<file path="config.mk">
export PLATFORM = sky130hd
export DESIGN_NAME = driver_fault_status_bank
export DESIGN_NICKNAME = d
export VERILOG_FILES = /design/src/hdl/fault_status_pkg.sv /design/src/hdl/driver_fault_status_bank.sv
export SDC_FILE = /design/constraint.sdc
export NUM_CORES = 1
export LEC_CHECK = 0
export BUFFER_PORTS_ARGS = -buffer_cell sky130_fd_sc_hd__clkbuf_2
export CAP_MARGIN = 20
export CORE_MARGIN = 8
export CORE_UTILIZATION = 40
export CTS_CLUSTER_SIZE = 30
export DETAILED_ROUTE_END_ITERATION = 10
export PLACE_DENSITY = 0.58
export SLEW_MARGIN = 5
export SYNTH_ARGS = -nofsm -noshare
export SYNTH_HDL_FRONTEND = slang
export SYNTH_SLANG_ARGS = --single-unit
</file>
<file path="constraint.sdc">
create_clock -name clock -period 2.7 [get_ports clock]
set_clock_uncertainty 0.05 [all_clocks]
set_input_delay 0.405 -clock clock [delete_from_list [all_inputs] [get_ports clock]]
set_output_delay 0.405 -clock clock [all_outputs]
set_load 0.02 [all_outputs]
</file>
<file path="src/hdl/fault_status_pkg.sv">
// Package with constants for the driver fault status bank
package fault_status_pkg;

	// Serial frame layout
	localparam int FRAME_BITS = 24;
	localparam logic [4:0] FRAME_BITS_CNT = 5'h18;
	localparam logic [4:0] ADDR_DONE_CNT = 5'h08;
	localparam logic [4:0] COUNT_MAX = 5'h1F;
	localparam int READ_FLAG_POS = 22;
	localparam int ADDR_WIDTH = 6;
	localparam logic [1:0] STATUS_LEAD = 2'h3;

	// Register offsets
	localparam logic [5:0] OFS_SUMMARY_ONE = 6'h00;
	localparam logic [5:0] OFS_SUMMARY_TWO = 6'h01;
	localparam logic [5:0] OFS_BRIDGE_OC = 6'h03;
	localparam logic [5:0] OFS_BRIDGE_OL = 6'h04;
	localparam logic [5:0] OFS_GLASS_HEAT = 6'h05;
	localparam logic [5:0] OFS_HIGH_SIDE = 6'h06;
	localparam logic [5:0] OFS_HIGH_TRIP = 6'h07;

	// Reset values
	localparam logic [15:0] RST_SUMMARY_ONE = 16'hC000;
	localparam logic [15:0] RST_STATUS = 16'h0000;
	localparam logic [15:0] READ_ZERO = 16'h0000;

	// Bits held until the clear-fault command; the rest follow the detectors
	localparam logic [15:0] STICKY_ONE = 16'h00ED;
	localparam logic [15:0] STICKY_TWO = 16'hAF00;
	localparam logic [15:0] STICKY_BRIDGE_OC = 16'h3F3F;
	localparam logic [15:0] STICKY_BRIDGE_OL = 16'h0FFF;
	localparam logic [15:0] STICKY_GLASS_HEAT = 16'h7F00;
	localparam logic [15:0] STICKY_HIGH_SIDE = 16'h3F3F;
	localparam logic [15:0] STICKY_HIGH_TRIP = 16'h0040;

	// Summary bit positions
	localparam int POS_LINK_OK = 15;
	localparam int POS_POWER_ON = 14;
	localparam int POS_FAULT = 13;
	localparam int POS_WARN = 12;
	localparam int POS_BRIDGE_SUM = 10;
	localparam int POS_GLASS_SUM = 9;
	localparam int POS_HIGH_SUM = 8;

	// Fault and warning bits of the summary, glass and trip words (own flags only)
	localparam logic [15:0] FAULT_ONE = 16'h00ED;
	localparam logic [15:0] WARN_ONE = 16'h0012;
	localparam logic [15:0] WARN_TWO = 16'h00FF;
	localparam logic [15:0] WARN_GLASS_HEAT = 16'h007F;
	localparam logic [15:0] FAULT_GLASS_HEAT = 16'h7F00;
	localparam logic [15:0] WARN_HIGH_TRIP = 16'h005F;

	// Glass diagnostic selection codes
	localparam logic [1:0] DIAG_SHORT = 2'h1;
	localparam logic [1:0] DIAG_OFF_OPEN = 2'h2;

	// Serial receive states
	typedef enum logic [1:0] {
		LINK_IDLE,
		LINK_FRAME
	} link_state_t;

endpackage

</file>
<file path="src/hdl/driver_fault_status_bank.sv">
// Read-only fault and warning status bank reached over the serial link
`timescale 1ns/1ps
`default_nettype none

// Summary of operation
// - Link-ok bit 15 drops after clock-count fault
// - Power-on bit 14 set on detection, resets 1
// - Bit 13 is OR of all faults
// - Bit 12 set while any warning present
// - Bit 10 ORs bridge overcurrent, active open load
// - Bit 9 ORs glass and heater faults
// - Bit 8 ORs high-side driver faults
// - Supply and pump voltage flags in bits 7,6,5,0
// - Thermal, watchdog, trip flags in bits 4-1
// - Second summary bit 15 flags memory error
// - Frame without exactly 24 clocks sets bit 13
// - Zone shutdowns in bits 11 to 8
// - Zone hot warnings in bits 7 to 4
// - Zone warm warnings in bits 3 to 0
// - Bridge overcurrent low 13-8, high 5-0
// - Bridge off-state open load in bit 12
// - Bridge active open load low 11-6, high 5-0
// - Bit 15 shows diagnostic chosen by selection
// - Glass feedback faults in bits 14 to 10
// - Heater open load bit 9, drain-source bit 8
// - Output trip warnings 7..1 in bits 6-0
// - High-side open load 13-8, overcurrent 5-0
// - Reserved bits zero; documented reset values
// - Discharge trip flag held until clear command
// - Read returns status byte then register data
module driver_fault_status_bank
	import fault_status_pkg::*;
(
	// Clock and reset
	input wire logic clock,
	input wire logic sys_rst,
	// Serial link pins
	input wire logic sclk,
	input wire logic chipSelectN,
	input wire logic sdi,
	output logic sdo,
	output logic sdoEn,
	// Device level detectors
	input wire logic porDetected,
	input wire logic otpError,
	input wire logic supply_undervoltage,
	input wire logic supply_overvoltage_low_level,
	input wire logic supply_overvoltage_high_level,
	input wire logic pump_undervoltage,
	input wire logic watchdog_fault,
	input wire logic [3:0] zone_thermal_shutdown,
	input wire logic [3:0] zone_hot_warning,
	input wire logic [3:0] zone_warm_warning,
	// Half-bridge detectors, index 0 is bridge one
	input wire logic [5:0] bridge_low_overcurrent,
	input wire logic [5:0] bridge_high_overcurrent,
	input wire logic bridge_offstate_open_load,
	input wire logic [5:0] bridge_low_active_open_load,
	input wire logic [5:0] bridge_high_active_open_load,
	// Glass and heater detectors
	input wire logic [1:0] glass_diag_select,
	input wire logic glassShortFault,
	input wire logic glassOffOpenLoad,
	input wire logic glass_battery_short,
	input wire logic glass_regulation_high,
	input wire logic glass_regulation_low,
	input wire logic glass_overcurrent,
	input wire logic glass_open_load,
	input wire logic heater_open_load,
	input wire logic heater_drain_source_fault,
	input wire logic glassDischargeTrip,
	// Output trip warnings, index 0 is output one
	input wire logic [11:0] output_trip_warning,
	// High-side detectors, index 0 is output seven
	input wire logic [5:0] high_side_open_load,
	input wire logic [5:0] high_side_overcurrent,
	// Clear-fault command pulse
	input wire logic clear_faults_command
);

	// Stored register words
	logic [15:0] summaryOne;
	logic [15:0] summaryTwo;
	logic [15:0] bridgeOc;
	logic [15:0] bridgeOl;
	logic [15:0] glassHeat;
	logic [15:0] highSide;
	logic [15:0] highTrip;

	// Raw detector words
	logic [15:0] rawOne;
	logic [15:0] rawTwo;
	logic [15:0] rawBridgeOc;
	logic [15:0] rawBridgeOl;
	logic [15:0] rawGlassHeat;
	logic [15:0] rawHighSide;
	logic [15:0] rawHighTrip;

	// Derived summary indications
	logic anyFault;
	logic anyWarn;
	logic bridgeSum;
	logic glassSum;
	logic highSum;
	logic voltageSum;

	// Serial link state
	link_state_t linkState;
	logic sclkPrev;
	logic csPrev;
	logic [4:0] bitCount;
	logic [7:0] rxCommand;
	logic [23:0] txShift;
	logic countFaultEvent;
	logic frameStart;
	logic frameEnd;
	logic sclkRise;
	logic sclkFall;
	logic [4:0] next_bitCount;

	// Sticky bits keep their value until a clear; a new event beats the clear
	function automatic logic [15:0] updateWord(
		input logic [15:0] cur,
		input logic [15:0] raw,
		input logic [15:0] sticky,
		input logic clr
	);
		logic [15:0] held;
		held = clr ? READ_ZERO : cur;
		updateWord = ((held | raw) & sticky) | (raw & ~sticky);
	endfunction

	// Register read decode; unmapped and reserved offsets read zero
	function automatic logic [15:0] readWord(input logic [ADDR_WIDTH-1:0] addr);
		case (addr)
			OFS_SUMMARY_ONE: readWord = summaryOne;
			OFS_SUMMARY_TWO: readWord = summaryTwo;
			OFS_BRIDGE_OC: readWord = bridgeOc;
			OFS_BRIDGE_OL: readWord = bridgeOl;
			OFS_GLASS_HEAT: readWord = glassHeat;
			OFS_HIGH_SIDE: readWord = highSide;
			OFS_HIGH_TRIP: readWord = highTrip;
			// Offsets two, eight and above hold nothing in this bank
			default: readWord = READ_ZERO;
		endcase
	endfunction

	// Assemble the raw detector words at their bit positions
	always_comb begin
		// First summary word: voltage, thermal, watchdog and trip flags
		rawOne = {8'h00, supply_undervoltage, supply_overvoltage_low_level,
			pump_undervoltage, |{zone_hot_warning, zone_warm_warning},
			|zone_thermal_shutdown, watchdog_fault,
			|{output_trip_warning, glassDischargeTrip},
			supply_overvoltage_high_level};
		// Second summary word: memory, frame and zone flags
		rawTwo = {otpError, 1'b0, countFaultEvent, 1'b0,
			zone_thermal_shutdown, zone_hot_warning, zone_warm_warning};
		// Bridge words keep their reserved gaps at zero
		rawBridgeOc = {2'h0, bridge_low_overcurrent, 2'h0, bridge_high_overcurrent};
		rawBridgeOl = {3'h0, bridge_offstate_open_load,
			bridge_low_active_open_load, bridge_high_active_open_load};
		// Start from zero so that reserved bit 7 reads zero
		rawGlassHeat = READ_ZERO;
		// Result bit shows whichever diagnostic the selection picks
		if (glass_diag_select == DIAG_SHORT) begin
			rawGlassHeat[15] = glassShortFault;
		end else if (glass_diag_select == DIAG_OFF_OPEN) begin
			rawGlassHeat[15] = glassOffOpenLoad;
		end else begin
			rawGlassHeat[15] = 1'b0;
		end
		rawGlassHeat[14:10] = {glass_battery_short, glass_regulation_high,
			glass_regulation_low, glass_overcurrent, glass_open_load};
		rawGlassHeat[9:8] = {heater_open_load, heater_drain_source_fault};
		rawGlassHeat[6:0] = output_trip_warning[6:0];
		// High-side fault word and trip word
		rawHighSide = {2'h0, high_side_open_load, 2'h0, high_side_overcurrent};
		rawHighTrip = {9'h000, glassDischargeTrip, 1'b0, output_trip_warning[11:7]};
	end

	// Summary ORs over the stored words
	always_comb begin
		bridgeSum = |{bridgeOc, bridgeOl[11:0]};
		glassSum = |glassHeat[14:8];
		highSum = |highSide;
		anyFault = |{summaryOne & FAULT_ONE, summaryTwo & STICKY_TWO,
			bridgeSum, glassSum, highSum};
		anyWarn = |{summaryOne & WARN_ONE, summaryTwo & WARN_TWO,
			glassHeat & WARN_GLASS_HEAT, highTrip & WARN_HIGH_TRIP};
		voltageSum = |{summaryOne[7:5], summaryOne[0]};
	end

	// First summary word: flags, derived summaries, link and power-on bits
	always_ff @(posedge clock) begin
		if (sys_rst) begin
			summaryOne <= RST_SUMMARY_ONE;
		end else begin
			// Sticky flags and live warnings from the detectors
			summaryOne <= updateWord(summaryOne, rawOne, STICKY_ONE, clear_faults_command);
			// Reserved bit always reads zero
			summaryOne[11] <= 1'b0;
			// Summary bits follow the stored words one cycle later
			summaryOne[POS_FAULT] <= anyFault;
			summaryOne[POS_WARN] <= anyWarn;
			summaryOne[POS_BRIDGE_SUM] <= bridgeSum;
			summaryOne[POS_GLASS_SUM] <= glassSum;
			summaryOne[POS_HIGH_SUM] <= highSum;
			// A fault on this clock beats a clear on the same clock
			if (countFaultEvent) begin
				summaryOne[POS_LINK_OK] <= 1'b0;
			end else if (clear_faults_command) begin
				summaryOne[POS_LINK_OK] <= 1'b1;
			end else begin
				// No event: the word update above must not drop the flag
				summaryOne[POS_LINK_OK] <= summaryOne[POS_LINK_OK];
			end
			// Power-on flag is set by detection and dropped by a clear
			if (porDetected) begin
				summaryOne[POS_POWER_ON] <= 1'b1;
			end else if (clear_faults_command) begin
				summaryOne[POS_POWER_ON] <= 1'b0;
			end else begin
				// No event: hold the flag, so the reset value stays visible
				summaryOne[POS_POWER_ON] <= summaryOne[POS_POWER_ON];
			end
		end
	end

	// Second summary word: memory error, frame fault, thermal zones
	always_ff @(posedge clock) begin
		if (sys_rst) begin
			// Second word resets to all zero
			summaryTwo <= RST_STATUS;
		end else begin
			// Memory error, frame fault and shutdowns stay until a clear
			summaryTwo <= updateWord(summaryTwo, rawTwo, STICKY_TWO, clear_faults_command);
		end
	end

	// Half-bridge words
	always_ff @(posedge clock) begin
		if (sys_rst) begin
			// Both bridge words reset to zero
			bridgeOc <= RST_STATUS;
			bridgeOl <= RST_STATUS;
		end else begin
			// Off-state open load stays live, the rest is held
			bridgeOc <= updateWord(bridgeOc, rawBridgeOc, STICKY_BRIDGE_OC, clear_faults_command);
			bridgeOl <= updateWord(bridgeOl, rawBridgeOl, STICKY_BRIDGE_OL, clear_faults_command);
		end
	end

	// Glass, heater and high-side words
	always_ff @(posedge clock) begin
		if (sys_rst) begin
			// All three words reset to zero
			glassHeat <= RST_STATUS;
			highSide <= RST_STATUS;
			highTrip <= RST_STATUS;
		end else begin
			// Faults held, trip warnings and diagnostic result live
			glassHeat <= updateWord(glassHeat, rawGlassHeat, STICKY_GLASS_HEAT, clear_faults_command);
			highSide <= updateWord(highSide, rawHighSide, STICKY_HIGH_SIDE, clear_faults_command);
			highTrip <= updateWord(highTrip, rawHighTrip, STICKY_HIGH_TRIP, clear_faults_command);
		end
	end

	// Pin edge detection against the previous sample
	always_ff @(posedge clock) begin
		if (sys_rst) begin
			// Idle levels, so that leaving reset gives no false edge
			sclkPrev <= 1'b0;
			csPrev <= 1'b1;
		end else begin
			sclkPrev <= sclk;
			csPrev <= chipSelectN;
		end
	end

	// Frame boundaries and clock edges inside a frame
	always_comb begin
		frameStart = csPrev & ~chipSelectN;
		frameEnd = ~csPrev & chipSelectN;
		sclkRise = (linkState == LINK_FRAME) & ~chipSelectN & sclk & ~sclkPrev;
		sclkFall = (linkState == LINK_FRAME) & ~chipSelectN & ~sclk & sclkPrev;
		countFaultEvent = frameEnd & (linkState == LINK_FRAME) & (bitCount != FRAME_BITS_CNT);
		// Saturate, so that a very long frame cannot wrap back to a good count
		if (sclkFall && bitCount != COUNT_MAX) begin
			next_bitCount = bitCount + 5'h01;
		end else begin
			next_bitCount = bitCount;
		end
	end

	// Frame state
	always_ff @(posedge clock) begin
		if (sys_rst) begin
			linkState <= LINK_IDLE;
		end else begin
			case (linkState)
				// Wait for chip select to fall
				LINK_IDLE: begin
					if (frameStart) begin
						linkState <= LINK_FRAME;
					end
				end
				// Count clocks until chip select rises
				LINK_FRAME: begin
					if (frameEnd) begin
						linkState <= LINK_IDLE;
					end
				end
				default: linkState <= LINK_IDLE;
			endcase
		end
	end

	// Receive side: clock count and command byte sampled on falling edges
	always_ff @(posedge clock) begin
		if (sys_rst) begin
			bitCount <= 5'h00;
			rxCommand <= 8'h00;
		end else if (frameStart) begin
			// A new frame restarts the count
			bitCount <= 5'h00;
			rxCommand <= 8'h00;
		end else begin
			bitCount <= next_bitCount;
			// Only the address byte is kept; write data is dropped
			if (sclkFall && bitCount < ADDR_DONE_CNT) begin
				rxCommand <= {rxCommand[6:0], sdi};
			end
		end
	end

	// Transmit side: status byte first, then the addressed word
	always_ff @(posedge clock) begin
		if (sys_rst) begin
			txShift <= {FRAME_BITS{1'b0}};
			sdo <= 1'b0;
		end else if (frameStart) begin
			// Status byte goes out on the first eight rises
			txShift <= {STATUS_LEAD, anyFault, anyWarn, voltageSum,
				|{bridgeSum, glassSum, highSum}, summaryOne[3],
				~summaryOne[POS_LINK_OK], READ_ZERO};
			sdo <= 1'b0;
		end else if (sclkRise) begin
			// Most significant bit first
			sdo <= txShift[FRAME_BITS-1];
			txShift <= {txShift[FRAME_BITS-2:0], 1'b0};
		end else if (sclkFall && next_bitCount == ADDR_DONE_CNT) begin
			// Address byte complete: load data for reads, zero for writes
			if (rxCommand[READ_FLAG_POS-17]) begin
				txShift[FRAME_BITS-1:8] <= readWord({rxCommand[ADDR_WIDTH-2:0], sdi});
			end else begin
				txShift[FRAME_BITS-1:8] <= READ_ZERO;
			end
		end
	end

	// Output enable follows chip select
	always_ff @(posedge clock) begin
		if (sys_rst) begin
			sdoEn <= 1'b0;
		end else begin
			// Pin released between frames
			sdoEn <= ~chipSelectN;
		end
	end

endmodule
`default_nettype wire

</file>
* After elaboration in Yosys (flattened, before gate mapping)
Index checks and enable logic that the tools add are counted.
** Operators by class
- Mux-type cells :: 20
- Reductions and logical operators :: 21
- Equal/unequal tests :: 14
- Bitwise logic cells :: 26
- Order comparisons :: 1
- Add/sub/neg operators :: 1
** Operators with widths (number)
- $pmux 16 s7 :: 1
- $mux 16 :: 4
- $reduce_or 63->1 :: 1
- $reduce_or 51->1 :: 1
- $mux 14 :: 2
- $or 14x14->14 :: 2
- $reduce_or 28->1 :: 1
- $eq 6x3->1 const B :: 4
- $mux 24 :: 1
- $reduce_or 23->1 :: 1
- $or 15x16->16 :: 1
- $or 16x16->16 :: 1
- $or 16x8->16 :: 1
- $reduce_or 16->1 :: 1
- $mux 15 :: 1
- $or 15x15->15 :: 1
- $or 12x13->13 :: 1
- $reduce_or 13->1 :: 1
- $mux 12 :: 1
- $or 12x12->12 :: 1
- $ne 5x5->1 const B :: 2
- $and 1x1->1 :: 9
- $mux 8 :: 1
- $or 8x5->8 :: 1
- 27 further kinds :: 42
** Storage, ports and cells
- Output and inout bits :: 2
- Bits in registers :: 124
- Input bits :: 86
- Logic and storage cells :: 101

* Logic depth before layout (Yosys ltp)
- Word-level depth :: 11
- Gate-level depth with buffers :: 10
- Gate-level depth less buffers :: 9

* Least setup slack after synthesis
No wires, ideal clock.
- Path kind :: register to register
- Start point :: register bitCount[0]
- End point :: register txShift[23]
- Stages on the path, launching flop included :: 10
- Clock period less this slack :: 2.282 ns
- Arrival time :: 2.101 ns
- Setup time :: 0.132 ns
- Path slack :: 0.418 ns
- Buffers on the path :: 0
- Data required time :: 2.518 ns
- Cells stage by stage :: dfxtp_1 ha_1 and3_1 ha_1 nor2b_1 a211oi_1 o221ai_1 and2_1 a2111oi_0 nor3_1
** On the way
- Cells in the longest elaborated chain, start to end :: 6
- Elaborated cells on any way between the ends :: 7
- Those cells by class :: add/sub: 1; eq/ne: 2; mux: 1; reduce/logical: 3
** Ends and longest elaborated chain
- start, declared :: RTL line driver_fault_status_bank.sv:111 : logic [4:0] bitCount;
- start signal, assigned :: RTL line driver_fault_status_bank.sv:329 : bitCount <= next_bitCount;
- branches (longest 2 deep; another with $add 5x1->5)
- $mux 5 * :: RTL line driver_fault_status_bank.sv:289 : if (sclkFall && bitCount != COUNT_MAX) begin
- $eq 5x4->1 * :: RTL line driver_fault_status_bank.sv:352 : end else if (sclkFall && next_bitCount == ADDR_DONE_CNT) begin
- $logic_and 1x1->1 * :: RTL line driver_fault_status_bank.sv:352
- $reduce_bool 3->1 (no line) *
- end signal, assigned :: RTL line driver_fault_status_bank.sv:344 : txShift <= {STATUS_LEAD, anyFault, anyWarn, voltageSum,
- end signal, assigned :: RTL line driver_fault_status_bank.sv:351 : txShift <= {txShift[FRAME_BITS-2:0], 1'b0};
- end signal, assigned by index :: RTL line driver_fault_status_bank.sv:355 : txShift[FRAME_BITS-1:8] <= readWord({rxCommand[ADDR_WIDTH-2:0], sdi});
- end, declared :: RTL line driver_fault_status_bank.sv:113 : logic [23:0] txShift;
Mark *: on every way between the ends.
A chain may end at the register's enable or synchronous reset.

* Worst setup path after layout
- Start point :: register bitCount[1]
- End point :: register txShift[23]
The elaborated chain is that of the path after synthesis.

==> impl_metrics.env <==
export IMPL_top_usage_layer="met2"
export IMPL_synth_seq_cells=119
export IMPL_area_growth_pct=25.5
export IMPL_synth_edf_count=0
export IMPL_synthSimpleGateAreaFrac_pct=23.8
export IMPL_multi_input_area_um2=2380
export IMPL_max_freq_mhz=403
export IMPL_cts_hold_buf=0
export IMPL_cts_max_path_buffers=2
export IMPL_synth_compound_area_share_pct=18.8
export IMPL_drv_slew=0
export IMPL_slew_headroom_pct=52.3
export IMPL_post_dp_hpwl_um=10400
export IMPL_final_setup_tns_ns=0
export IMPL_startpoint_type="register"
export IMPL_avgRoutedWirePerCell_um=17.4
export IMPL_grt_usage_pct=17.7
export IMPL_gp_congestion=0.853
export IMPL_drc=0
export IMPL_status="finished clean"
export IMPL_worstSetupPathType="register to register"
export IMPL_synth_cells=549
export IMPL_grt_use_met2_pct=27.1
export IMPL_setup_viol=0
export IMPL_dp_cells=766
export IMPL_core_area_um2=12000
export IMPL_die_area_um2=16100
export IMPL_grt_pass1_vias=4425
export IMPL_async_flop_share_pct=0
export IMPL_synth_avg_cell_area_um2=8.94
export IMPL_cts_buffers=17
export IMPL_routed_via_count=4402
export IMPL_cp_end_kind="register"
export IMPL_chipHeight_um=127
export IMPL_ir_drop_mv=0.469
export IMPL_p_seq_share_pct=41.7
export IMPL_path_max_fanout=6
export IMPL_finish_utilization_pct=51.3
export IMPL_switching_power_uw=1050
export IMPL_ant_nets=0
export IMPL_clkPwrFrac_pct=51.4
export IMPL_grt_overflow_total=0
export IMPL_rsz0062_at_grt="false"
export IMPL_clk_pin_slew_ns=0.05
export IMPL_die_x_um=127
export IMPL_hp_class="primary input to register"
export IMPL_switching_share_pct=22.7
export IMPL_diodes=0
export IMPL_p_leak_uw=0.00249
export IMPL_synthXorXnorAreaFrac_pct=0.535
export IMPL_worstMarginPinSlew_ns=0.715
export IMPL_cts_sinks=119
export IMPL_intPower_uw=3570
export IMPL_crit_arrival_ns=2.70
export IMPL_dr_pass1_iters=5
export IMPL_finalCritPeriodShare_pct=91.8
export IMPL_io_buffers=87
export IMPL_antenna_found_initial=0
export IMPL_ys_warn_count=0
export IMPL_drt_first_iter_violations=237
export IMPL_cap_viol_max_count=0
export IMPL_comb_power_share_pct=6.9
export IMPL_grt_pass1_wl_um=22600
export IMPL_synth_nets=638
export IMPL_ys_types=70
export IMPL_final_cells=798
export IMPL_initial_utilization_pct=40.9
export IMPL_synth_fa_ha_area_share_pct=0.765
export IMPL_use_met3_pct=5.40
export IMPL_finalHoldViolCount=0
export IMPL_finalCriticalPeriod_ns=2.48
export IMPL_htree_levels=4
export IMPL_nets=727
export IMPL_synth_ff_type="dfxtp_1"
export IMPL_synth_top_family_by_area="simple AND/OR/NAND/NOR gates"
export IMPL_drive_above_1_share_pct=24.4
export IMPL_vias_per_cell=5.52
export IMPL_root_buffer="clkbuf_16"
export IMPL_yosysSeqAreaShare_pct=48.5
export IMPL_use_met1_pct=23.1
export IMPL_io_pin_count=88
export IMPL_pre_cts_slack_ns=0.0848
export IMPL_muxShareOfSynthArea_pct=4.33
export IMPL_grt_max_degree=72
export IMPL_syn_cell_area_um2=4910
export IMPL_cts_tree="done"
export IMPL_fillCellCount=1138
export IMPL_crit_required_ns=2.92
export IMPL_layout_setup_ws_ns=0.220
export IMPL_drt_total_wl_um=13900
export IMPL_regArea_um2=2380
export IMPL_clock_latency_ns=0.42
export IMPL_pwr_density_cell_nw_per_um2=750
export IMPL_fp_row_count=40
==> cell usage in the layout, fill, tap and decap left out, types with 3 or more instances in the layout <==
master	synthesis	routed
a21oi_1	72	72
clkbuf_2	0	86
nor2b_1	29	28
clkbuf_8	0	5
mux2_2	6	6
nand2_1	31	31
a221oi_1	4	4
nand2b_1	4	4
nand3_1	15	15
o21ai_0	8	8
nor2_1	84	84
nand4_1	3	3
a31oi_1	7	7
dfxtp_1	119	119
nor3_1	10	10
mux2i_1	10	10
and3_1	4	4
bufinv_16	0	3
buf_4	1	13
inv_1	6	6
clkbuf_16	0	17
clkinvlp_4	0	4
nor4_1	23	23
a22oi_1	20	20
==> routing by layer <==
| layer | routed length (um) | share of wire [%] | vias to the layer above |
|---|---|---|---|
| met5 | 0 | 0 | - |
| met4 | 182 | 1.3 | 0 |
| met3 | 700 | 5.0 | 19 |
| met2 | 6280 | 45 | 107 |
| met1 | 6710 | 48 | 2096 |
| li1 | - | - | 2180 |
==> synthesized netlist by cell type (2+ instances only) <==
cell type / n / area, um^2
a31oi_1: 7 / 43.8
a2bb2oi_1: 2 / 17.5
nand4_1: 3 / 18.8
a221o_1: 2 / 20.0
buf_1: 2 / 7.51
and3b_1: 2 / 17.5
mux4_2: 2 / 45.0
xnor2_1: 2 / 17.5
a21boi_0: 2 / 15.0
and3_1: 4 / 25.0
nand2_1: 31 / 116
mux2_2: 6 / 67.6
a32oi_1: 2 / 17.5
a21oi_1: 72 / 360
a22o_1: 2 / 17.5
a2111oi_0: 2 / 17.5
nand3_1: 15 / 75.1
clkbuf_1: 21 / 78.8
a221oi_1: 4 / 35.0
inv_1: 6 / 22.5
ha_1: 3 / 37.5
a222oi_1: 2 / 20.0
o21ai_0: 8 / 40.0
nor2_1: 84 / 315
nor4_1: 23 / 144
a22oi_1: 20 / 150
nor2b_1: 29 / 181
buf_2: 6 / 30.0
mux2i_1: 10 / 100
nand3b_1: 2 / 15.0
nor3_1: 10 / 50.1
a211oi_1: 2 / 15.0
nand2b_1: 4 / 25.0
dfxtp_1: 119 / 2380
nor2_2: 2 / 12.5
o2bb2ai_1: 2 / 17.5
==> registers in the layout, indices dropped and copies added (netlist names), 5 cells and up <==
register,cells
bitCount,5
txShift,16
bridgeOc,12
summaryTwo,14
highSide,12
glassHeat,15
summaryOne,15
highTrip,6
bridgeOl,13
rxCommand,6
==> path summary, 6_finish.rpt <==
path	start	endpoint	slack, ns	cells after the start
setup / recovery	bitCount[1]$_SDFF_PP0_	txShift[23]$_SDFFE_PP0P_	0.22	9
hold / removal	porDetected	summaryOne[14]$_SDFFE_PP1P_	0.12	2
setup reg to reg	bitCount[1]$_SDFF_PP0_	txShift[23]$_SDFFE_PP0P_	0.22	9
hold reg to reg	txShift[23]$_SDFFE_PP0P_	sdo$_SDFFE_PP0P_	0.41	2
==> cell type report <==
cell class / count / share of cell area (%)
sequential: 119 / 38.7
multi-input combinational: 393 / 38.6
tap: 147 / 2.99
timing repair buffer: 101 / 8.98
inverter: 6 / 0.366
clock buffer: 22 / 8.03
clock inverter: 10 / 2.32
==> kinds of logic (layout without fill, tap and decap cells) <==
| family | count (synthesis) | in the layout |
|---|---|---|
| mux | 18 | 18 |
| fa+ha+maj | 3 | 3 |
| compound gates | 142 | 142 |
| flops | 119 | 119 |
| buf+inv | 37 | 139 |
| simple gates | 227 | 227 |
| xor+xnor | 3 | 3 |
==> power by group through the flow <==
stage	registers, uW	logic [uW]	clock network, uW
global route	1930	356	2480
global placement	1960	310	0
CTS	1920	318	2410
detailed placement	1960	316	0
finish	1930	317	2370
floorplan	1930	198	0
==> worst max-delay path, stage by stage (launching register included) <==
cell and delay (ns):
dfxtp_1 0.41, ha_1 0.20, and3_1 0.16, ha_2 0.27, nor2b_1 0.13, a211oi_1 0.21
o221ai_2 0.17, and2_1 0.25, a2111oi_1 0.38, nor3_1 0.10
==> per-stage QoR <==
stage	hold WS, ns	total power [uW]	cell area (um^2)
floorplan	0.382	2130	4910
global placement	0.401	2270	5510
detailed placement	0.407	2280	5510
CTS	0.107	4650	6150
global route	0.115	4770	6160
finish	0.122	4620	6160
==> timing repair <==
item | CTS | global route
endpoints found under the hold margin | 0 | 0
setup buffers | 0 | 0
gates resized for setup | 0 | 4
setup endpoints to repair | 0 | 8
(Power assumes the default switching activity.)
